$ cat src/logic/sysint_pkg.sv
// package for the system integrity monitor: register layout and reset values
// assumes a single 10 MHz system clock and a 32-bit avalon-mm register bus
package sysint_pkg;
  // register byte addresses on the bus
  localparam logic [3:0] SIM_OFS_CTRL   = 4'h0;  // paged control/status register
  localparam logic [3:0] SIM_OFS_EVENT  = 4'h4;  // interrupt request and wake status
  localparam logic [3:0] SIM_OFS_STRAP  = 4'h8;  // option straps as read back
  // shared bit
  localparam int SIM_BIT_PAGE       = 7;
  // page 0 fields
  localparam int SIM_BIT_SW_IE      = 6;
  localparam int SIM_BIT_SW_FLAG    = 5;
  localparam int SIM_BIT_UV_RF      = 4;
  localparam int SIM_BIT_CF_IE      = 2;
  localparam int SIM_BIT_SAFE_FLAG  = 1;
  localparam int SIM_BIT_WD_RF      = 0;
  // page 1 fields
  localparam int SIM_BIT_VCO_GND    = 5;
  localparam int SIM_BIT_LOCK       = 4;
  localparam int SIM_BIT_PLL_EN     = 3;
  localparam int SIM_BIT_CKSRC      = 1;
  // event register fields
  localparam int SIM_BIT_EV_SWIRQ   = 0;
  localparam int SIM_BIT_EV_CFIRQ   = 1;
  localparam int SIM_BIT_EV_WAKE    = 2;
  // reset values
  localparam logic [7:0] SIM_RST_PAGE0 = 8'h00;
  localparam logic [7:0] SIM_RST_PAGE1 = 8'h00;
  // reset delay counts selectable by option, in cpu cycles
  localparam int SIM_RST_DLY_SHORT  = 256;
  localparam int SIM_RST_DLY_LONG   = 4096;
  // bus access state machine, gray coded
  typedef enum logic [1:0] {
    SIM_IDLE = 2'b00,
    SIM_ACK  = 2'b01
  } sim_bus_t;
endpackage : sysint_pkg

$ cat src/logic/sysint_monitor.sv
// system integrity monitor: supply warning irq, clock guard, reset flags, paged register
// assumes synchronous inputs, an avalon-mm master and reset cause pulses from the reset manager
//
// The Avalon-MM interface to the registers and the register offsets are this design's own decisions.
`timescale 1ns/1ps
module sysint_monitor
  import sysint_pkg::*;
#(
  parameter int RST_DELAY_SHORT = sysint_pkg::SIM_RST_DLY_SHORT,
  parameter int RST_DELAY_LONG  = sysint_pkg::SIM_RST_DLY_LONG
)
(
  input  wire logic        CLK_SYS,
  input  wire logic        NRST,
  input  wire logic        CLK_EN,
  // avalon-mm slave
  input  wire logic [3:0]  AVS_ADDRESS,
  input  wire logic        AVS_READ,
  input  wire logic        AVS_WRITE,
  input  wire logic [31:0] AVS_WRITEDATA,
  input  wire logic [3:0]  AVS_BYTEENABLE,
  output logic      [31:0] AVS_READDATA,
  output logic             AVS_WAITREQUEST,
  output logic      [1:0]  AVS_RESPONSE,
  // analog and system status
  input  wire logic        SUPPLY_BELOW,
  input  wire logic        MAIN_CLK_LOST,
  input  wire logic        PLL_LOCKED,
  input  wire logic        UV_RESET_EVT,
  input  wire logic        WD_RESET_EVT,
  input  wire logic        LONG_DELAY_OPT,
  input  wire logic        PROG_SESSION,
  input  wire logic        CPU_IRQ_MASK,
  input  wire logic        SW_IRQ_ACK,
  input  wire logic        CPU_WAIT,
  input  wire logic        CPU_HALT,
  input  wire logic        ACTIVE_HALT,
  // outputs
  output logic             SUPPLY_IRQ,
  output logic             CLOCK_IRQ,
  output logic             WAKE_REQ,
  output logic             PLL_ENABLE,
  output logic             VCO_GROUNDED,
  output logic             PLL_CLK_SELECT,
  output logic             SAFE_OSC_SELECT
);
  import sysint_pkg::*;

  initial
  begin
    if (RST_DELAY_SHORT < 1 || RST_DELAY_LONG < RST_DELAY_SHORT || RST_DELAY_LONG > 65535)
      $error("sysint_monitor: unusable reset delay parameters");
  end

  ////////////////////////////////////////////////////////////////////////////
  // state
  logic       page_r;
  logic       sw_ie_r;
  logic       uv_rf_r;
  logic       cf_ie_r;
  logic       safe_r;
  logic       wd_rf_r;
  logic       vco_gnd_r;
  logic       pll_en_r;
  logic       cksrc_r;
  logic       sw_flag_r;
  logic       sw_pend_r;
  logic       safe_pend_r;
  logic [15:0] dly_cnt_r;
  logic       dly_done_r;
  sim_bus_t   bus_st_r;
  logic [31:0] rdata_r;

  ////////////////////////////////////////////////////////////////////////////
  // bus decode
  wire        req       = (AVS_READ | AVS_WRITE) & (bus_st_r == SIM_IDLE);
  wire        hit_ctrl  = (AVS_ADDRESS == SIM_OFS_CTRL);
  wire        hit_event = (AVS_ADDRESS == SIM_OFS_EVENT);
  wire        hit_strap = (AVS_ADDRESS == SIM_OFS_STRAP);
  wire        mapped    = hit_ctrl | hit_event | hit_strap;
  wire        wr_ctrl   = req & AVS_WRITE & hit_ctrl & AVS_BYTEENABLE[0];
  wire        rd_ctrl   = req & AVS_READ & hit_ctrl;
  wire [7:0]  wd        = AVS_WRITEDATA[7:0];

  // clock guard only works when the pll runs and the cpu is not in full halt
  wire guard_on   = pll_en_r & ~(CPU_HALT & ~ACTIVE_HALT);
  wire safe_take  = guard_on & MAIN_CLK_LOST;
  wire safe_vis   = safe_r & pll_en_r;
  // read clears only once the original oscillator is back
  wire safe_clr   = rd_ctrl & ~page_r & ~MAIN_CLK_LOST;

  // warning comparator stays live in every mode, including halt
  wire sw_toggle  = (SUPPLY_BELOW != sw_flag_r);
  wire sw_en_rise = wr_ctrl & ~page_r & wd[SIM_BIT_SW_IE] & ~sw_ie_r;
  // events during the start-up delay are suppressed
  wire sw_event   = dly_done_r & sw_ie_r & sw_toggle;
  wire sw_set     = sw_event | (sw_en_rise & dly_done_r);

  wire cf_req     = safe_pend_r & cf_ie_r & pll_en_r & ~CPU_IRQ_MASK;
  wire sw_req     = sw_pend_r & ~CPU_IRQ_MASK;
  // wait keeps everything running; full halt ignores the clock irq
  wire wake_nxt   = (CPU_WAIT & (sw_pend_r | cf_req))
                  | (CPU_HALT & sw_pend_r)
                  | (CPU_HALT & ACTIVE_HALT & cf_req);

  // page 1 write with the select/disable interlock
  wire p1_wr      = wr_ctrl & page_r;
  wire pll_en_w   = wd[SIM_BIT_PLL_EN] | (cksrc_r & wd[SIM_BIT_CKSRC]);
  wire cksrc_w    = wd[SIM_BIT_CKSRC] & pll_en_w;

  wire [15:0] dly_target = LONG_DELAY_OPT ? 16'(RST_DELAY_LONG) : 16'(RST_DELAY_SHORT);

  wire [7:0] page0_view = {page_r, sw_ie_r, sw_flag_r, uv_rf_r,
                           1'b0, cf_ie_r, safe_vis, wd_rf_r};
  wire [7:0] page1_view = {page_r, 1'b0, vco_gnd_r, PLL_LOCKED,
                           pll_en_r, 1'b0, cksrc_r, 1'b0};
  wire [7:0] ctrl_view  = page_r ? page1_view : page0_view;
  wire [31:0] rd_mux    = hit_ctrl  ? {24'h000000, ctrl_view} :
                          hit_event ? {29'h0, WAKE_REQ, CLOCK_IRQ, SUPPLY_IRQ} :
                          hit_strap ? {30'h0, PROG_SESSION, LONG_DELAY_OPT} : 32'h00000000;

  ////////////////////////////////////////////////////////////////////////////
  // bus handshake: one wait cycle, answer on the second edge
  always_ff @(posedge CLK_SYS or negedge NRST)
  begin
    if (!NRST)
    begin
      bus_st_r        <= SIM_IDLE;
      AVS_WAITREQUEST <= 1'b1;
      AVS_READDATA    <= 32'h00000000;
      AVS_RESPONSE    <= 2'h0;
    end
    else if (CLK_EN)
    begin
      if (req)
      begin
        bus_st_r        <= SIM_ACK;
        AVS_WAITREQUEST <= 1'b0;
        AVS_READDATA    <= AVS_READ ? rd_mux : 32'h00000000;
        AVS_RESPONSE    <= mapped ? 2'h0 : 2'h2;   // slave error on unmapped word
      end
      else
      begin
        bus_st_r        <= SIM_IDLE;
        AVS_WAITREQUEST <= 1'b1;
      end
    end
  end

  ////////////////////////////////////////////////////////////////////////////
  // reset delay counter: warning events wait until it expires
  always_ff @(posedge CLK_SYS or negedge NRST)
  begin
    if (!NRST)
    begin
      dly_cnt_r  <= 16'h0000;
      dly_done_r <= 1'b0;
      sw_flag_r  <= 1'b0;
    end
    else if (CLK_EN)
    begin
      if (!dly_done_r)
      begin
        dly_cnt_r <= dly_cnt_r + 16'h0001;
        if (dly_cnt_r + 16'h0001 >= dly_target)
          dly_done_r <= 1'b1;
      end
      sw_flag_r <= SUPPLY_BELOW;
    end
  end

  ////////////////////////////////////////////////////////////////////////////
  // page 0 and pending events
  always_ff @(posedge CLK_SYS or negedge NRST)
  begin
    if (!NRST)
    begin
      page_r      <= SIM_RST_PAGE0[SIM_BIT_PAGE];
      sw_ie_r     <= SIM_RST_PAGE0[SIM_BIT_SW_IE];
      cf_ie_r     <= SIM_RST_PAGE0[SIM_BIT_CF_IE];
      safe_r      <= SIM_RST_PAGE0[SIM_BIT_SAFE_FLAG];
      sw_pend_r   <= 1'b0;
      safe_pend_r <= 1'b0;
    end
    else if (CLK_EN)
    begin
      if (wr_ctrl)
        page_r <= wd[SIM_BIT_PAGE];
      if (wr_ctrl && !page_r)
      begin
        sw_ie_r <= wd[SIM_BIT_SW_IE];
        cf_ie_r <= wd[SIM_BIT_CF_IE];
      end
      // set wins over clear on every hardware flag
      if (safe_take)
        safe_r <= 1'b1;
      else if (safe_clr || !pll_en_r)
        safe_r <= 1'b0;
      if (safe_take && !safe_r)
        safe_pend_r <= 1'b1;
      else if (safe_clr || !pll_en_r)
        safe_pend_r <= 1'b0;
      if (sw_set)
        sw_pend_r <= 1'b1;
      else if (SW_IRQ_ACK)
        sw_pend_r <= 1'b0;
    end
  end

  ////////////////////////////////////////////////////////////////////////////
  // reset cause flags; they live across system reset, so only the events and page 0 writes of zero move them
  always_ff @(posedge CLK_SYS)
  begin
    if (UV_RESET_EVT)
    begin
      uv_rf_r <= 1'b1;
      wd_rf_r <= 1'b0;
    end
    else
    begin
      if (WD_RESET_EVT)
        wd_rf_r <= 1'b1;
      else if (CLK_EN && NRST && wr_ctrl && !page_r && !wd[SIM_BIT_WD_RF])
        wd_rf_r <= 1'b0;
      if (CLK_EN && NRST && wr_ctrl && !page_r && !wd[SIM_BIT_UV_RF])
        uv_rf_r <= 1'b0;
    end
  end

  ////////////////////////////////////////////////////////////////////////////
  // page 1 pll controls
  always_ff @(posedge CLK_SYS or negedge NRST)
  begin
    if (!NRST)
    begin
      vco_gnd_r <= SIM_RST_PAGE1[SIM_BIT_VCO_GND];
      pll_en_r  <= SIM_RST_PAGE1[SIM_BIT_PLL_EN];
      cksrc_r   <= SIM_RST_PAGE1[SIM_BIT_CKSRC];
    end
    else if (CLK_EN)
    begin
      if (PROG_SESSION)
      begin
        vco_gnd_r <= 1'b1;
        pll_en_r  <= 1'b1;
        cksrc_r   <= 1'b1;
      end
      else if (p1_wr)
      begin
        vco_gnd_r <= wd[SIM_BIT_VCO_GND];
        pll_en_r  <= pll_en_w;
        cksrc_r   <= cksrc_w;
      end
    end
  end

  ////////////////////////////////////////////////////////////////////////////
  // registered outputs
  always_ff @(posedge CLK_SYS or negedge NRST)
  begin
    if (!NRST)
    begin
      SUPPLY_IRQ      <= 1'b0;
      CLOCK_IRQ       <= 1'b0;
      WAKE_REQ        <= 1'b0;
      PLL_ENABLE      <= 1'b0;
      VCO_GROUNDED    <= 1'b0;
      PLL_CLK_SELECT  <= 1'b0;
      SAFE_OSC_SELECT <= 1'b0;
    end
    else if (CLK_EN)
    begin
      SUPPLY_IRQ      <= sw_req;
      CLOCK_IRQ       <= cf_req;
      WAKE_REQ        <= wake_nxt;
      PLL_ENABLE      <= guard_on;
      VCO_GROUNDED    <= vco_gnd_r;
      PLL_CLK_SELECT  <= cksrc_r;
      SAFE_OSC_SELECT <= safe_take;
    end
  end

endmodule : sysint_monitor

$ cat config.mk
export PLATFORM = sky130hd
export DESIGN_NAME = sysint_monitor
export DESIGN_NICKNAME = d
export VERILOG_FILES = /design/src/logic/sysint_pkg.sv /design/src/logic/sysint_monitor.sv
export SDC_FILE = /design/constraint.sdc
export NUM_CORES = 1
export LEC_CHECK = 0
export BUFFER_PORTS_ARGS = -buffer_cell sky130_fd_sc_hd__buf_2
export CAP_MARGIN = 20
export CORE_UTILIZATION = 30
export CTS_CLUSTER_SIZE = 24
export DETAILED_ROUTE_END_ITERATION = 7
export HOLD_SLACK_MARGIN = 0.15
export PLACE_DENSITY = 0.59
export SLEW_MARGIN = 20
export SYNTH_ARGS = -nofsm -noshare
export SYNTH_HDL_FRONTEND = slang
export SYNTH_SLANG_ARGS = --single-unit
export TNS_END_PERCENT = 100
$ cat constraint.sdc
create_clock -name CLK_SYS -period 4.29 [get_ports CLK_SYS]
set_input_delay 0.858 -clock CLK_SYS [delete_from_list [all_inputs] [get_ports CLK_SYS]]
set_output_delay 0.858 -clock CLK_SYS [all_outputs]
set_load 0.02 [all_outputs]
; ---- Word level (Yosys, flattened, before mapping)
; Index checks and enable logic that the tools add are counted.
[word_totals]
ff_bits = 73
[op_classes]
mux = 24
magnitude_cmp = 1
addsub = 1
reduce_logical = 28
bitwise = 44
eq_ne = 3
[op_table]
columns = op, count
row1 = $and 1x1->1, 29
row2 = $mux 8, 3
row3 = $mux 1, 17
row4 = $add 16x1->16 const B, 1
row5 = $ge 16x13->1, 1
row6 = $reduce_and 2->1, 8
row7 = $mux 13, 1
row8 = $reduce_bool 2->1, 5
row9 = $or 1x1->1, 8
row10 = $logic_and 1x1->1, 7
row11 = $not 1->1, 7
row12 = $logic_not 1->1, 5
row13 = $eq 4x3->1 const B, 1
row14 = $eq 4x4->1 const B, 1
row15 = $logic_not 4->1, 1
row16 = $mux 2, 2
row17 = $mux 3, 1
row18 = $logic_not 2->1, 1
row19 = $logic_or 1x1->1, 1
row20 = $ne 1x1->1, 1

; ---- Logic depth before layout (Yosys ltp)
[logic_depth]
ltp_word = 12
depth_mapped = 10
ltp_nobuf = 10

; ---- Worst setup path before layout
; OpenSTA, ideal clock, no wires.
[synth_timing]
path_kind = register to register
from = register dly_cnt_r[0]
to = register dly_done_r
stages_incl_launch_ff = 11
slack_ns = 2.062
required_ns = 4.158
arrival_time_ns = 2.096
cell_sequence = dfrtp_1 > ha_1 > nand2_1 > nor3_4 > nand4_1 > xnor2_1 > ha_1 > and4b_1 > a21oi_2 > nor4_1 > a211oi_1
[synth_between]
elab_chain_cells = 4
[synth_rtl]
columns = item, line_no
row1 = from (decl), sysint_monitor.sv:69  ; logic [15:0] dly_cnt_r;
row2 = from (signal assigned), sysint_monitor.sv:164  ; dly_cnt_r <= dly_cnt_r + 16'h0001;
row3 = $add 16x1->16, sysint_monitor.sv:165  ; if (dly_cnt_r + 16'h0001 >= dly_target)
row4 = $ge 16x13->1, sysint_monitor.sv:165
row5 = $mux 1, sysint_monitor.sv:165
row6 = $mux 1, sysint_monitor.sv:162  ; if (!dly_done_r)
row7 = to (signal assigned), sysint_monitor.sv:157  ; dly_done_r <= 1'b0;
row8 = to (signal assigned), sysint_monitor.sv:166  ; dly_done_r <= 1'b1;
row9 = to (decl), sysint_monitor.sv:70  ; logic dly_done_r;
; Every way passes these cells.
; A chain may end at the register's enable or synchronous reset.

; ---- Final worst setup path
; Same ends and word-level chain as after synthesis.

==> results.txt <==
----------------------------------------------------
[Outcome]
  Result of the run ... complete, no violations

[Synth]
  Sequential cell area fraction in the yosys report ... 0.444
  Fraction of synthesis flops using an asynchronous set or reset pin ... 0.957
  Flop and latch count out of synthesis ... 47
  EDFF count, synth ... 0
  Number of different library cells in the post-synthesis netlist ... 52
  Warning count from the yosys run ... 0
  Synthesized area ... 0.00263 mm2
  Flip-flop cell with the highest count after synthesis ... sky130_fd_sc_hd__dfrtp_1
  Number of instances in the synthesized netlist ... 265
  Per-instance average area after synthesis ... 9.92 um2

[STA]
  Slew Limit Headroom ... 0.486
  Final Max Tran Viols ... 0
  Maximum clock frequency ... 404 MHz
  Unrepaired setup endpoints after global routing ... no
  Fraction of the cycle the final worst path needs ... 0.577
  Sum of negative setup slack ... 0 ns
  Post-layout minimum cycle time ... 2.47 ns
  Setup skew after layout ... 0.0110 ns
  Transition time of the tightest slew-check pin ... 0.768 ns
  Final Hold Viols ... 0
  # setup viols final ... 0

[Pwr]
  Total Power ... 1.12 mW
  Cell Pwr Density ... 382 mW/mm2
  Leak Pwr ... 1.37 nW
  Largest voltage drop on the vdd net ... 0.000134 V

[Drt]
  DRT antenna net count ... 0
  Routed vias/inst ... 4.77
  Initial detailed-routing violation count ... 45
  # DRC ... 0
  Average wire length per cell after detail routing ... 13.2 um
  Met3 layer wire length in the routed design ... 342 um
  Wirelength, routed ... 5.47 mm
  Met1 Routed Length ... 2.61 mm
  Total length of routed met2 wires ... 2.42 mm
  Detailed-routing iteration count for the pre-antenna-repair pass ... 4
  Via Count ... 1980
  Topmost layer with routed signal wires ... met4

[Setup path]
  Data arrival, critical path ... 2.67 ns
  Critical path class ... reg -> reg
  CP endpoint kind ... flop
  List of cells traversed by the critical path ... ha_1, nand2_1, nor3_4, nand4_1, xnor2_1, ha_1, and4b_1, a21oi_2, nor4_1, a211oi_1
  Largest fanout on the critical path ... 8
  Most frequent CP cell ... sky130_fd_sc_hd__ha_1
  Peak per-stage delay on the critical path ... 0.46 ns
  Critical Path Source Type ... flop
  Worst path required time ... 4.48 ns
  Max stage delay cell, worst path ... sky130_fd_sc_hd__dfrtp_1

[Layout]
  Register containing the most flip-flops in the final layout ... dly_cnt_r
  Number of nets in the final layout ... 370
  Synth-to-Final Area Change ... 12.0%
  Number of non-filler instances in the completed layout ... 415
  Number of flip-flops in the largest register ... 16
  Fraction of layout instances using a drive strength above 1 ... 0.258
  Final instance area ... 0.00295 mm2
  Registers with the most flip-flops ... dly_cnt_r (16), AVS_READDATA (8)
  Antenna diode instance count ... 0
  Filler cell count ... 893

[Placed design]
  Number of input and output port buffers inserted ... 46
  Placed instance count ... 406
  Routability congestion estimate ... 0.778
  Area of placed instances ... 0.00284 mm2
  DP Wirelength ... 3.96 mm

[Floorplan]
  Total number of placement rows ... 33
  Die Span X ... 95.6 um
  Placeable core region ... 0.00834 mm2
  Vert. Die Dim ... 95.6 um
  Initial Util ... 0.315
  Top-level port count ... 99
  Total Die Area ... 0.00915 mm2

[GRT]
  GRT Util Overall ... 0.126
  Leftover overflow at the end of global routing ... 0
  Number of global-route vias before repair ... 1867
  Global-route wire length before repair ... 8.71 mm
  Largest net degree at the start of global routing ... 47
  Initial antenna violation count ... 0

[Min path]
  Hold Crit Class ... reg -> reg

[CTS]
  Clk root buf ... sky130_fd_sc_hd__clkbuf_8
  Max Root-Sink Buffers ... 2
  Clock latency at the later pin of the worst-skew pair ... 0.32 ns
  Number of gates resized after CTS ... 0
  Setup bufs post-CTS ... 0
  Post-CTS Hold Fix Bufs ... 0
  CTS tree ... yes
  Clock net sink count ... 47
  Clock transition at the registers of the reported paths ... 0.09 ns
  CTS buffer count ... 5
  H-tree depth ... 2

[Run]
  Maximum Capacitance Violations ... 0

----------------------------------------------------
-- worst paths after layout --
kind,startpoint,end,slack [ns],cells after the start
worst max register to register,dly_cnt_r[0]$_DFFE_PN0P_,dly_done_r$_DFFE_PN0P_,1.82,10
worst min register to register,uv_rf_r$_SDFFE_PP1P_,uv_rf_r$_SDFFE_PP1P_,0.49,2
worst max-delay path,dly_cnt_r[0]$_DFFE_PN0P_,dly_done_r$_DFFE_PN0P_,1.82,10
min in group asynchronous,NRST,AVS_READDATA[2]$_DFFE_PN0P_,0.62,2
max in group asynchronous,NRST,dly_cnt_r[1]$_DFFE_PN0P_,3.27,2
worst min-delay path,uv_rf_r$_SDFFE_PP1P_,uv_rf_r$_SDFFE_PP1P_,0.49,2
-- routing by layer --
layer	GRT usage	vias to the layer above
met2	0.199	55
met4	0.0560	0
met5	0	-
li1	-	963
met1	0.162	954
met3	0.0287	8
-- area by class of cell --
cell class	instances	area (um2)	area share
clock buffers	6	82.6	0.0280
clock inverters	2	16.3	0.00552
multi-input cells	195	1260	0.427
flip-flops and latches	47	1170	0.396
inverters	12	45.0	0.0153
well taps	105	131	0.0446
repair buffers	48	245	0.0832
-- synthesized netlist by cell type (2+ instances only) --
cell                        instances  area, um2
sky130_fd_sc_hd__o21ai_0           14       70.1
sky130_fd_sc_hd__dfxtp_1            2       40.0
sky130_fd_sc_hd__and4b_1            2       20.0
sky130_fd_sc_hd__nor4_1             5       31.3
sky130_fd_sc_hd__nand2_2            2       12.5
sky130_fd_sc_hd__nand2_1           29        109
sky130_fd_sc_hd__dfrtp_1           44       1100
sky130_fd_sc_hd__xor2_1             8       70.1
sky130_fd_sc_hd__mux2_2            10        113
sky130_fd_sc_hd__nor2_1            19       71.3
sky130_fd_sc_hd__buf_6              3       33.8
sky130_fd_sc_hd__a32o_1             4       40.0
sky130_fd_sc_hd__a211oi_1           2       15.0
sky130_fd_sc_hd__xnor2_1           13        114
sky130_fd_sc_hd__ha_1               4       50.1
sky130_fd_sc_hd__o211ai_1           2       15.0
sky130_fd_sc_hd__a2111oi_0          2       17.5
sky130_fd_sc_hd__nand3_1            9       45.0
sky130_fd_sc_hd__clkbuf_1           5       18.8
sky130_fd_sc_hd__nand4_1            6       37.5
sky130_fd_sc_hd__buf_4             25        188
sky130_fd_sc_hd__a22o_1             3       26.3
sky130_fd_sc_hd__a21oi_1           10       50.1
sky130_fd_sc_hd__nor3_1             2       10.0
sky130_fd_sc_hd__inv_1             12       45.0
sky130_fd_sc_hd__nand2b_1           2       12.5
-- layout by cell type (no fill, tap or decap), types with 3 or more instances in the layout --
cell                       count
sky130_fd_sc_hd__mux2_2       10
sky130_fd_sc_hd__a32o_1        4
sky130_fd_sc_hd__clkbuf_8      6
sky130_fd_sc_hd__inv_1        12
sky130_fd_sc_hd__xnor2_1      13
sky130_fd_sc_hd__conb_1       25
sky130_fd_sc_hd__ha_1          4
sky130_fd_sc_hd__dfrtp_1      44
sky130_fd_sc_hd__a21oi_1      10
sky130_fd_sc_hd__nor4_1        5
sky130_fd_sc_hd__nand2_1      29
sky130_fd_sc_hd__nand4_1       6
sky130_fd_sc_hd__nor2_1       19
sky130_fd_sc_hd__xor2_1        8
sky130_fd_sc_hd__a22o_1        3
sky130_fd_sc_hd__o21ai_0      14
sky130_fd_sc_hd__buf_2        46
sky130_fd_sc_hd__nand3_1       9
-- worst max-delay path: cells and delay by family, from the launching register on --
family                   cells  cell delay [ns]
AO/OA/AOI/OAI                2             0.15
XOR/XNOR                     1             0.15
adder cells (fa/ha/maj)      2             0.49
flip-flops                   1             0.46
AND/OR/NAND/NOR              5             1.12
-- report_power, final --
part / switching, mW / total, mW / internal [mW]
registers: 0.0802 / 0.587 / 0.507
clock network: 0.166 / 0.298 / 0.132
logic: 0.145 / 0.240 / 0.0951
-- kinds of logic after synthesis --
group	after synthesis	synth area share
and+or+nand+nor	86	0.172
AOI/OAI and AO/OA	47	0.129
DFF	47	0.444
buffers and inverters	47	0.112
xor gates and xnor gates	22	0.0761
muxes	11	0.0466
adders and majority gates	4	0.0190
other	1	0.00143
-- metrics by stage --
step / setup slack, ns / utilization / hold WS [ns]
2_1_floorplan: 2.06 / - / 0.441
4_1_cts: 1.80 / 0.352 / 0.498
5_1_grt: 1.68 / 0.353 / 0.513
3_3_place_gp: 1.65 / 0.341 / 0.462
6_report: 1.82 / 0.353 / 0.487
3_5_place_dp: 1.63 / 0.341 / 0.477
Power figures use the tool's default switching activity.
